<file path="src/logic/mdu_pkg.sv">
package mdu_pkg;
    localparam int DATA_W = 16;
    localparam int IDX_W = 3;
    localparam int DIV_STEPS = 32;
    localparam int STEP_W = 6;
    localparam int MIN_ADDR_W = 8;

    // Register index on the device port
    localparam logic [2:0] IDX_A_LOW = 3'h0;
    localparam logic [2:0] IDX_A_HIGH = 3'h1;
    localparam logic [2:0] IDX_B_LOW = 3'h2;
    localparam logic [2:0] IDX_B_HIGH = 3'h3;
    localparam logic [2:0] IDX_C_LOW = 3'h4;
    localparam logic [2:0] IDX_C_HIGH = 3'h5;
    localparam logic [2:0] IDX_CTRL = 3'h6;

    // Control register bit positions
    localparam int CTRL_DIV = 7;
    localparam int CTRL_ACC = 6;
    localparam int CTRL_SGN = 3;
    localparam int CTRL_OVF = 2;
    localparam int CTRL_NEG = 1;
    localparam int CTRL_START = 0;

    localparam logic [15:0] DATA_RESET = 16'h0000;
    localparam logic [7:0] CTRL_RESET = 8'h00;

    // AXI4-Lite byte offsets
    localparam logic [7:0] OFF_A_LOW = 8'h00;
    localparam logic [7:0] OFF_A_HIGH = 8'h04;
    localparam logic [7:0] OFF_B_LOW = 8'h08;
    localparam logic [7:0] OFF_B_HIGH = 8'h0C;
    localparam logic [7:0] OFF_C_LOW = 8'h10;
    localparam logic [7:0] OFF_C_HIGH = 8'h14;
    localparam logic [7:0] OFF_CTRL = 8'h18;

    localparam logic [1:0] RESP_OKAY = 2'h0;
    localparam logic [1:0] RESP_SLVERR = 2'h2;

    function automatic logic [2:0] off_to_idx(input logic [7:0] off);
        return off[4:2];
    endfunction

    function automatic logic off_valid(input logic [7:0] off);
        return (off[1:0] == 2'h0) && (off <= OFF_CTRL);
    endfunction
endpackage
</file>
<file path="src/logic/mdu_if.sv">
`timescale 1ns/1ps
interface mdu_if (
    input wire logic aclk,
    input wire logic aresetn
);
    logic req;
    logic we;
    logic wide;
    logic [2:0] addr;
    logic [15:0] wdata;
    logic [15:0] rdata;
    logic ack;
    logic div_busy;
    logic b_zero;

    modport device (
        input aclk, aresetn, req, we, wide, addr, wdata,
        output rdata, ack, div_busy, b_zero
    );
    modport host (
        input aclk, aresetn, rdata, ack, div_busy, b_zero,
        output req, we, wide, addr, wdata
    );
endinterface

</file>
<file path="src/logic/mdu_device.sv">
`timescale 1ns/1ps
// Functional notes
// - 16x16 multiply, unsigned or signed
// - Accumulate product into 32-bit value
// - Unsigned 32 by 32 division
// - A high is multiplier, A low multiplicand
// - A pair holds dividend, then quotient
// - B pair receives the product
// - B pair holds the divisor
// - Data registers clear on reset
// - Data registers written as 16-bit units
// - No A writes during division
// - A reads invalid during division
// - Signed modes use two's complement
// - No B writes during division
// - Never divide by zero
// - Start flag starts division, self-clears
// - Multiply starts after both A writes
// - C pair: accumulator or remainder
// - 8-bit control selects the mode
module mdu_device (
    mdu_if.device link
);
    logic [15:0] a_low_reg;
    logic [15:0] a_high_reg;
    logic [15:0] b_low_reg;
    logic [15:0] b_high_reg;
    logic [15:0] c_low_reg;
    logic [15:0] c_high_reg;
    logic div_sel_reg;
    logic acc_sel_reg;
    logic sgn_sel_reg;
    logic ovf_reg;
    logic neg_reg;
    logic start_reg;
    logic got_lo_reg;
    logic got_hi_reg;
    logic [5:0] step_reg;
    logic [15:0] rdata_reg;
    logic ack_reg;
    logic b_zero_reg;

    logic wr;
    logic wr_data;
    logic wr_ctrl;
    logic mul_go;
    logic start_go;
    logic div_last;
    logic mac_ovf;
    logic ge;
    logic [31:0] prod;
    logic [31:0] sum;
    logic [32:0] sum_c;
    logic [32:0] rem_sh;
    logic [33:0] diff;

    localparam int STEP_W = mdu_pkg::STEP_W;

    function automatic logic hit(input logic en, input logic [2:0] a, input logic [2:0] idx);
        return en && (a == idx);
    endfunction

    function automatic logic [31:0] mul16(input logic [15:0] x, input logic [15:0] y, input logic sgn);
        logic [31:0] xs;
        logic [31:0] ys;
        xs = sgn ? {{16{x[15]}}, x} : {16'h0000, x};
        ys = sgn ? {{16{y[15]}}, y} : {16'h0000, y};
        return xs * ys;
    endfunction

    assign wr = link.req && link.we;
    // data writes need a 16-bit access
    assign wr_data = wr && link.wide;
    assign wr_ctrl = hit(wr, link.addr, mdu_pkg::IDX_CTRL);
    assign mul_go = got_lo_reg && got_hi_reg && !div_sel_reg;
    assign start_go = wr_ctrl && link.wdata[mdu_pkg::CTRL_START] && link.wdata[mdu_pkg::CTRL_DIV]
        && !start_reg;
    assign div_last = start_reg && (step_reg == STEP_W'(mdu_pkg::DIV_STEPS - 1));

    always_comb begin
        prod = mul16(a_high_reg, a_low_reg, sgn_sel_reg);
        sum_c = {1'b0, c_high_reg, c_low_reg} + {1'b0, prod};
        sum = sum_c[31:0];
        if (sgn_sel_reg) begin
            mac_ovf = (c_high_reg[15] == prod[31]) && (sum[31] != c_high_reg[15]);
        end else begin
            mac_ovf = sum_c[32];
        end
        rem_sh = {c_high_reg, c_low_reg, a_high_reg[15]};
        diff = {1'b0, rem_sh} - {2'b00, b_high_reg, b_low_reg};
        ge = !diff[33];
    end

    // dividend shifts out, quotient shifts in
    always_ff @(posedge link.aclk) begin
        if (!link.aresetn) begin
            a_low_reg <= mdu_pkg::DATA_RESET;
            a_high_reg <= mdu_pkg::DATA_RESET;
        end else if (start_reg) begin
            a_high_reg <= {a_high_reg[14:0], a_low_reg[15]};
            a_low_reg <= {a_low_reg[14:0], ge};
        end else begin
            if (hit(wr_data, link.addr, mdu_pkg::IDX_A_LOW)) begin
                a_low_reg <= link.wdata;
            end
            if (hit(wr_data, link.addr, mdu_pkg::IDX_A_HIGH)) begin
                a_high_reg <= link.wdata;
            end
        end
    end

    always_ff @(posedge link.aclk) begin
        if (!link.aresetn) begin
            b_low_reg <= mdu_pkg::DATA_RESET;
            b_high_reg <= mdu_pkg::DATA_RESET;
        end else if (mul_go) begin
            b_high_reg <= prod[31:16];
            b_low_reg <= prod[15:0];
        end else begin
            if (hit(wr_data, link.addr, mdu_pkg::IDX_B_LOW)) begin
                b_low_reg <= link.wdata;
            end
            if (hit(wr_data, link.addr, mdu_pkg::IDX_B_HIGH)) begin
                b_high_reg <= link.wdata;
            end
        end
    end

    always_ff @(posedge link.aclk) begin
        if (!link.aresetn) begin
            c_low_reg <= mdu_pkg::DATA_RESET;
            c_high_reg <= mdu_pkg::DATA_RESET;
        end else if (start_go) begin
            c_low_reg <= mdu_pkg::DATA_RESET;
            c_high_reg <= mdu_pkg::DATA_RESET;
        end else if (start_reg) begin
            c_high_reg <= ge ? diff[31:16] : rem_sh[31:16];
            c_low_reg <= ge ? diff[15:0] : rem_sh[15:0];
        end else if (mul_go && acc_sel_reg) begin
            c_high_reg <= sum[31:16];
            c_low_reg <= sum[15:0];
        end else begin
            if (hit(wr_data, link.addr, mdu_pkg::IDX_C_LOW)) begin
                c_low_reg <= link.wdata;
            end
            if (hit(wr_data, link.addr, mdu_pkg::IDX_C_HIGH)) begin
                c_high_reg <= link.wdata;
            end
        end
    end

    always_ff @(posedge link.aclk) begin
        if (!link.aresetn) begin
            div_sel_reg <= mdu_pkg::CTRL_RESET[mdu_pkg::CTRL_DIV];
            acc_sel_reg <= mdu_pkg::CTRL_RESET[mdu_pkg::CTRL_ACC];
            sgn_sel_reg <= mdu_pkg::CTRL_RESET[mdu_pkg::CTRL_SGN];
        end else if (wr_ctrl && !start_reg) begin
            div_sel_reg <= link.wdata[mdu_pkg::CTRL_DIV];
            acc_sel_reg <= link.wdata[mdu_pkg::CTRL_ACC];
            sgn_sel_reg <= link.wdata[mdu_pkg::CTRL_SGN];
        end
    end

    // flag clears with the last step
    always_ff @(posedge link.aclk) begin
        if (!link.aresetn) begin
            start_reg <= mdu_pkg::CTRL_RESET[mdu_pkg::CTRL_START];
            step_reg <= '0;
        end else if (start_go) begin
            start_reg <= 1'b1;
            step_reg <= '0;
        end else if (start_reg) begin
            start_reg <= !div_last;
            step_reg <= step_reg + 6'h01;
        end
    end

    // Overflow sticky, set wins over clear
    always_ff @(posedge link.aclk) begin
        if (!link.aresetn) begin
            ovf_reg <= mdu_pkg::CTRL_RESET[mdu_pkg::CTRL_OVF];
            neg_reg <= mdu_pkg::CTRL_RESET[mdu_pkg::CTRL_NEG];
        end else if (mul_go && acc_sel_reg) begin
            ovf_reg <= mac_ovf || (ovf_reg && !(wr_ctrl && !link.wdata[mdu_pkg::CTRL_OVF]));
            neg_reg <= sgn_sel_reg && sum[31];
        end else if (wr_ctrl && !link.wdata[mdu_pkg::CTRL_OVF]) begin
            ovf_reg <= 1'b0;
        end
    end

    always_ff @(posedge link.aclk) begin
        if (!link.aresetn) begin
            got_lo_reg <= 1'b0;
            got_hi_reg <= 1'b0;
        end else begin
            if (hit(wr_data, link.addr, mdu_pkg::IDX_A_LOW)) begin
                got_lo_reg <= 1'b1;
            end else if (mul_go || div_sel_reg) begin
                got_lo_reg <= 1'b0;
            end
            if (hit(wr_data, link.addr, mdu_pkg::IDX_A_HIGH)) begin
                got_hi_reg <= 1'b1;
            end else if (mul_go || div_sel_reg) begin
                got_hi_reg <= 1'b0;
            end
        end
    end

    // Read port and acknowledge
    always_ff @(posedge link.aclk) begin
        if (!link.aresetn) begin
            ack_reg <= 1'b0;
            rdata_reg <= mdu_pkg::DATA_RESET;
            b_zero_reg <= 1'b1;
        end else begin
            ack_reg <= link.req;
            b_zero_reg <= ({b_high_reg, b_low_reg} == 32'h00000000);
            if (link.req && !link.we) begin
                unique case (link.addr)
                    mdu_pkg::IDX_A_LOW: rdata_reg <= a_low_reg;
                    mdu_pkg::IDX_A_HIGH: rdata_reg <= a_high_reg;
                    mdu_pkg::IDX_B_LOW: rdata_reg <= b_low_reg;
                    mdu_pkg::IDX_B_HIGH: rdata_reg <= b_high_reg;
                    mdu_pkg::IDX_C_LOW: rdata_reg <= c_low_reg;
                    mdu_pkg::IDX_C_HIGH: rdata_reg <= c_high_reg;
                    mdu_pkg::IDX_CTRL: rdata_reg <= {8'h00, div_sel_reg, acc_sel_reg, 2'b00,
                        sgn_sel_reg, ovf_reg, neg_reg, start_reg};
                    default: rdata_reg <= mdu_pkg::DATA_RESET;
                endcase
            end
        end
    end

    assign link.rdata = rdata_reg;
    assign link.ack = ack_reg;
    assign link.div_busy = start_reg;
    assign link.b_zero = b_zero_reg;
endmodule

</file>
<file path="src/flat_wrapper.sv">
// flat-port wrapper written by rule: the top's interface ports become plain ports
module mdu_device_flat 
  (aclk, aresetn, link_req, link_we, link_wide, link_addr, link_wdata, link_rdata, link_ack, link_div_busy, link_b_zero);
  mdu_if link_i (.aclk(aclk), .aresetn(aresetn));
  input wire logic aclk;
  input wire logic aresetn;
  input wire logic [$bits(link_i.req)-1:0] link_req;
  input wire logic [$bits(link_i.we)-1:0] link_we;
  input wire logic [$bits(link_i.wide)-1:0] link_wide;
  input wire logic [$bits(link_i.addr)-1:0] link_addr;
  input wire logic [$bits(link_i.wdata)-1:0] link_wdata;
  output wire logic [$bits(link_i.rdata)-1:0] link_rdata;
  output wire logic [$bits(link_i.ack)-1:0] link_ack;
  output wire logic [$bits(link_i.div_busy)-1:0] link_div_busy;
  output wire logic [$bits(link_i.b_zero)-1:0] link_b_zero;
  assign link_i.req = link_req;
  assign link_i.we = link_we;
  assign link_i.wide = link_wide;
  assign link_i.addr = link_addr;
  assign link_i.wdata = link_wdata;
  assign link_rdata = link_i.rdata;
  assign link_ack = link_i.ack;
  assign link_div_busy = link_i.div_busy;
  assign link_b_zero = link_i.b_zero;
  mdu_device u_core (.link(link_i));
endmodule
</file>
<file path="config.mk">
export PLATFORM = sky130hd
export DESIGN_NAME = mdu_device_flat
export DESIGN_NICKNAME = d
export VERILOG_FILES = /design/src/logic/mdu_pkg.sv /design/src/logic/mdu_if.sv /design/src/logic/mdu_device.sv /design/src/flat_wrapper.sv
export SDC_FILE = /design/constraint.sdc
export NUM_CORES = 1
export LEC_CHECK = 0
export ABC_CLOCK_PERIOD_IN_PS = 15900
export CAP_MARGIN = 10
export CORE_MARGIN = 1.5
export CORE_UTILIZATION = 40
export DETAILED_ROUTE_END_ITERATION = 8
export DONT_BUFFER_PORTS = 1
export GPL_TIMING_DRIVEN = 0
export SYNTH_ARGS = -nofsm -noshare
export SYNTH_HDL_FRONTEND = slang
export SYNTH_SLANG_ARGS = --single-unit
</file>
<file path="constraint.sdc">
create_clock -name aclk -period 15.9 [get_ports aclk]
set_clock_uncertainty 0.2 [all_clocks]
set_input_delay 2.385 -clock aclk [delete_from_list [all_inputs] [get_ports aclk]]
set_output_delay 2.385 -clock aclk [all_outputs]
set_load 0.03 [all_outputs]
</file>
Yosys cells after proc, flatten, opt, wreduce, memory -nomap -nowiden --
Cells that the tools add are included.
Storage, ports and cells: flip-flop bits (word level) 128, output and inout port bits 19
Operators by class: $add $sub $neg 3, multipliers 1, equal/unequal tests 9, muxes and demuxes 27, bitwise gates (word level) 1, reduce and logical (&&, ||, !) cells 43
Operator list (count):
- two-way mux 16 bit | 16
- one-hot mux 16 bit (7 select lines) | 1
- two-way mux 32 bit | 2
- subtractor 33 x 32 -> 34 bit | 1
- adder 32 x 32 -> 33 bit | 1
- zero test 32 bit | 1
- multiplier 32 x 32 -> 32 bit | 1
- logical AND 1 bit | 22
- nonzero test 2 bit | 7
- == test 3 bit (second input constant) | 3
- two-way mux 1 bit | 8
- zero test 1 bit | 7
- adder 6 x 1 -> 6 bit (second input constant) | 1
- == test 3 x 2 -> 1 bit (second input constant) | 2
- == test 6 x 5 -> 1 bit (second input constant) | 1
- nonzero test 3 bit | 2
- == test 3 x 1 -> 1 bit (second input constant) | 1
- zero test 3 bit | 1
- logical OR 1 bit | 2
- OR reduction 2 bit | 1
- == test 1 bit | 1
- != test 1 bit | 1
- inverter 1 bit | 1

Logic depth before layout (Yosys ltp) --
depth after elaboration 8, depth in mapped cells 36, depth with buffers taken out 35

Worst setup path after synthesis --
Ideal clock, no wire load.
kind flip-flop to flip-flop, from register u_core.sgn_sel_reg, to register u_core.c_high_reg[12], library setup time 0.137 ns, arrival time 8.198 ns, required time 15.563 ns, slack 7.365 ns, cell stages (with the launch flop) 32, buffers on the path 2, cells stage by stage dfxtp_1 > clkbuf_1 > and2_1 > clkbuf_1 > nand2_1 > fa_1 > fa_1 > inv_1 > fa_1 > inv_1 > fa_1 > inv_1 > fa_1 > fa_1 > fa_1 > fa_1 > ha_1 > inv_1 > nor3_1 > o21ai_1 > a31oi_1 > xor2_1 > ha_1 > a21oi_1 > nand2_1 > o21a_1 > a2111oi_0 > nor2_1 > a21oi_1 > xnor2_1 > a221oi_1 > a211oi_1
On the way: longest elaborated chain between the ends 5, elaborated cells between the ends (all ways) 6, those cells by class 1 x add/sub; 1 x mul; 4 x mux
Ends and longest elaborated chain:
- from (decl) | line mdu_device.sv:32 | logic sgn_sel_reg;
- from (signal assigned) | line mdu_device.sv:156 | sgn_sel_reg <= mdu_pkg::CTRL_RESET[mdu_pkg::CTRL_SGN];
- from (signal assigned) | line mdu_device.sv:160 | sgn_sel_reg <= link.wdata[mdu_pkg::CTRL_SGN];
- two-way mux 32 bit, on equally long branches | line mdu_device.sv:66, mdu_device.sv:67
- multiplier 32 x 32 -> 32 bit (*) | line mdu_device.sv:68 | return xs * ys;
- adder 32 x 32 -> 33 bit (*) | line mdu_device.sv:82 | sum_c = {1'b0, c_high_reg, c_low_reg} + {1'b0, prod};
- two-way mux 16 bit (*) | line mdu_device.sv:139 | end else if (mul_go && acc_sel_reg) begin
- two-way mux 16 bit (*) | line mdu_device.sv:136 | end else if (start_reg) begin
- to (signal assigned) | line mdu_device.sv:135 | c_high_reg <= mdu_pkg::DATA_RESET;
- to (signal assigned) | line mdu_device.sv:137 | c_high_reg <= ge ? diff[31:16] : rem_sh[31:16];
- to (signal assigned) | line mdu_device.sv:140 | c_high_reg <= sum[31:16];
- to (decl) | line mdu_device.sv:29 | logic [15:0] c_high_reg;
Every way passes the cells marked *; elsewhere a longest branch is shown, timed or not. A chain may end at the register's enable or synchronous reset.

Final worst setup path --
Ends and elaborated chain as after synthesis.

==> impl_metrics.py <==
metrics = {
    "sta": {
        "grt_setup_unrepaired": "false",
        "whs_ns": 0.306,
        "post-route-period-util_pct": 68.7,
        "max_slew_violations": 0,
        "fin_tns_setup_ns": 0,
        "tightest_slew_ns": 1.06,
        "hold_violations": 0,
        "clock.fmax_mhz": 91.6,
        "post-route-min-period_ns": 10.92,
        "worst_slack_ns": 4.98,
        "setup_violations": 0,
        "relSlewSlack_pct": 29.4,
    },
    "worst_setup_path": {
        "crit_start": "u_core.sgn_sel_reg",
        "critical_path.startpoint_type": "register",
        "critPathKind": "register to register",
        "worst_endpoint_data_arrival_time_ns": 11.00,
        "ff2ff_path_depth": 31,
        "critical-path-max-stage-delay_ns": 0.77,
        "worst_path_max_delay_cell": "sky130_fd_sc_hd__fa_1",
        "crit-reg2reg-launch": "u_core.sgn_sel_reg",
        "setup.worst_path.end_class": "register",
        "worstPathMaxFanout": 10,
        "crit_required_ns": 15.98,
        "path_common_cell": "sky130_fd_sc_hd__fa_1",
    },
    "logic_synthesis": {
        "post_syn_nets": 3184,
        "syn_area_per_cell_um2": 8.71,
        "synth_edf_count": 0,
        "synth_sequential_area_ratio_pct": 11.2,
        "syn_inst": 2629,
        "synthesis.area_mm2": 0.0229,
        "synth-main-ff-cell": "sky130_fd_sc_hd__dfxtp_1",
        "flops_latches_synth": 128,
        "proportion_of_netlist_area_held_by_the_largest_area_contributor_pct": 30.4,
        "synth-warning-count": 0,
        "synth-async-reset-ratio_pct": 0,
        "post-synth-top-area-cell": "sky130_fd_sc_hd__fa_1",
        "netlist_top_cells_area": "sky130_fd_sc_hd__fa_1 30%, sky130_fd_sc_hd__dfxtp_1 11%, sky130_fd_sc_hd__ha_1 10%",
        "synth.lib_cells_used.distinct": 75,
    },
    "finish": {
        "mostFrequentLayoutCells": "376 x sky130_fd_sc_hd__inv_1, 348 x sky130_fd_sc_hd__fa_1, 272 x sky130_fd_sc_hd__nand2_1",
        "fraction_of_layout_cells_with_a_size_suffix_above_1_pct": 2.56,
        "layout.cells.non_filler": 3419,
        "nFillCells": 5624,
        "fin_util_pct": 43.2,
        "area_delta_synth_final_pct": 6.55,
        "most_common_cell_after_layout_fill_and_taps_aside": "sky130_fd_sc_hd__inv_1",
        "regArea_mm2": 0.00256,
        "multi_input_comb_area_mm2": 0.0183,
        "stdcell_area_mm2": 0.0244,
        "nNetsFinal": 3203,
    },
    "die": {
        "start_util_pct": 40.5,
        "ioPinCount": 43,
        "fp.dieW_um": 242,
        "die_height_um": 242,
        "core_area_mm2": 0.0565,
        "std_cell_rows": 87,
        "die-area_mm2": 0.0587,
    },
    "clocking": {
        "clkSinkCount": 128,
        "cts_repair_resize_count": 0,
        "postCtsSetupRepairBufs": 0,
        "cts_made_buffers": 17,
        "clk_root_buffer_cell": "sky130_fd_sc_hd__clkbuf_16",
        "cts-hold-fix-buffers": 0,
        "tritoncts": "yes",
        "clkSlewWorstSetupHoldPaths_ns": 0.06,
        "htreeDepth": 4,
        "clock_latency_ns": 0.45,
        "cts-root-to-sink-buffers": 2,
    },
    "grt": {
        "met3_usage_pct": 6.23,
        "grt.met1_usage_pct": 41.4,
        "globalRoute.busiestLayer": "met2",
        "antenna_violations_before_repair": 1,
        "largest_net_degree_at_the_start_of_global_routing": 17,
        "grtUsageTotal_pct": 29.6,
        "grt_pass1_vias": 19900,
        "first_pass_grt_wire_length_um": 129000,
        "global_route.usage.met2_pct": 45.2,
        "globalRoute.totalOverflow": 0,
    },
    "pwr": {
        "switchingPower_mw": 0.303,
        "cellLeakagePower_nw": 11.5,
        "proportion_of_power_drawn_by_flip_flops_and_latches_pct": 37.0,
        "design_power_total_mw": 0.901,
        "power.share.clock_pct": 42.2,
        "maximum_vdd_drop_v": 0.0000595,
        "internal_power_mw": 0.599,
        "power.share.switching_pct": 33.6,
        "combinational_fraction_of_design_power_pct": 20.8,
        "powerDensity_mw_per_mm2": 37.0,
    },
    "drt": {
        "detailroute.via_count": 19800,
        "drt_first_iter_violations": 1988,
        "antenna_left": 0,
        "routedWlPerCell_um": 25.3,
        "drtPass1Iterations": 5,
        "postRouteWirelength_um": 86400,
        "route.detailed.vias_per_inst": 5.79,
        "remaining_drc_errors": 0,
    },
    "min_path": {
        "holdPathStages": 2,
        "holdCritStartpoint": "u_core.acc_sel_reg",
        "min-delay-path-class": "register to register",
    },
    "placed_design": {
        "gp_congestion": 1.01,
        "numPlacedInstances": 3385,
        "dp_worst_setup_slack_ns": 5.07,
        "dpl-instance-area_mm2": 0.0238,
        "port_buffers": 0,
        "place.detailed.hpwl_um": 71700,
    },
    "run_status": {
        "status": "completed",
    },
    "job": {
        "max-cap-violations": 0,
    },
}
-- Yosys cell counts, types with 17 or more instances --
library cell / count
sky130_fd_sc_hd__a21oi_1: 109
sky130_fd_sc_hd__o21a_1: 18
sky130_fd_sc_hd__a221oi_1: 17
sky130_fd_sc_hd__ha_1: 183
sky130_fd_sc_hd__o211ai_1: 44
sky130_fd_sc_hd__nor2_1: 102
sky130_fd_sc_hd__clkbuf_1: 125
sky130_fd_sc_hd__xor2_1: 34
sky130_fd_sc_hd__nor3_1: 17
sky130_fd_sc_hd__nand2b_1: 19
sky130_fd_sc_hd__nor2b_1: 28
sky130_fd_sc_hd__fa_1: 348
sky130_fd_sc_hd__o211a_1: 33
sky130_fd_sc_hd__o21ai_0: 114
sky130_fd_sc_hd__mux2i_1: 74
sky130_fd_sc_hd__dfxtp_1: 128
sky130_fd_sc_hd__a21o_1: 27
sky130_fd_sc_hd__xnor2_1: 79
sky130_fd_sc_hd__inv_1: 376
sky130_fd_sc_hd__a31oi_1: 21
sky130_fd_sc_hd__and2_1: 205
sky130_fd_sc_hd__nand3_1: 21
sky130_fd_sc_hd__nand2_1: 272
sky130_fd_sc_hd__a211oi_1: 23
-- power by group through the flow --
stage	clock (mW)	combinational, mW	sequential (mW)
after floorplan	0	0.127	0.337
after global placement	0	0.180	0.341
after detailed placement	0	0.180	0.341
after CTS	0.378	0.181	0.334
after global routing	0.394	0.198	0.334
final	0.380	0.188	0.334
-- cells by family after synthesis --
logic type	count (synthesis)	synth area share, %
buf+inv	520	8.63
mux	90	4.32
xor+xnor	113	4.32
flops	128	11.2
fa+ha+maj	531	40.4
compound gates	513	15.1
simple gates	734	16.0
-- final cells by class --
| type | instances | area share, % |
|---|---|---|
| clock inverters | 13 | 0.431 |
| inverters | 377 | 5.80 |
| multi-input cells | 1981 | 75.2 |
| flip-flops and latches | 128 | 10.5 |
| well taps | 756 | 3.88 |
| clock buffers | 19 | 1.82 |
| diodes | 2 | 0.0205 |
| plain buffers | 143 | 2.30 |
-- worst max-delay path, delay by kind of cell, from the launching register on --
family                     cells  cell delay, ns
AOI/OAI and AO/OA              8            2.03
and+or+nand+nor                4            0.73
adders and majority gates     10            5.07
xor gates and xnor gates       2            0.60
DFF                            1            0.31
buffers and inverters          7            1.79
-- routing by layer --
| layer | vias up | wire length, µm |
|---|---|---|
| met5 | - | 0 |
| met4 | 0 | 3440 |
| met3 | 158 | 7630 |
| met2 | 908 | 37600 |
| met1 | 10000 | 37800 |
| li1 | 8722 | - |
-- worst paths after layout --
path / slack [ns] / endpoint
hold / removal: 0.31 / u_core.acc_sel_reg
setup reg to reg: 4.98 / u_core.c_high_reg[12]
hold reg to reg: 0.31 / u_core.acc_sel_reg
setup / recovery: 4.98 / u_core.c_high_reg[12]
(Power assumes the default switching activity.)
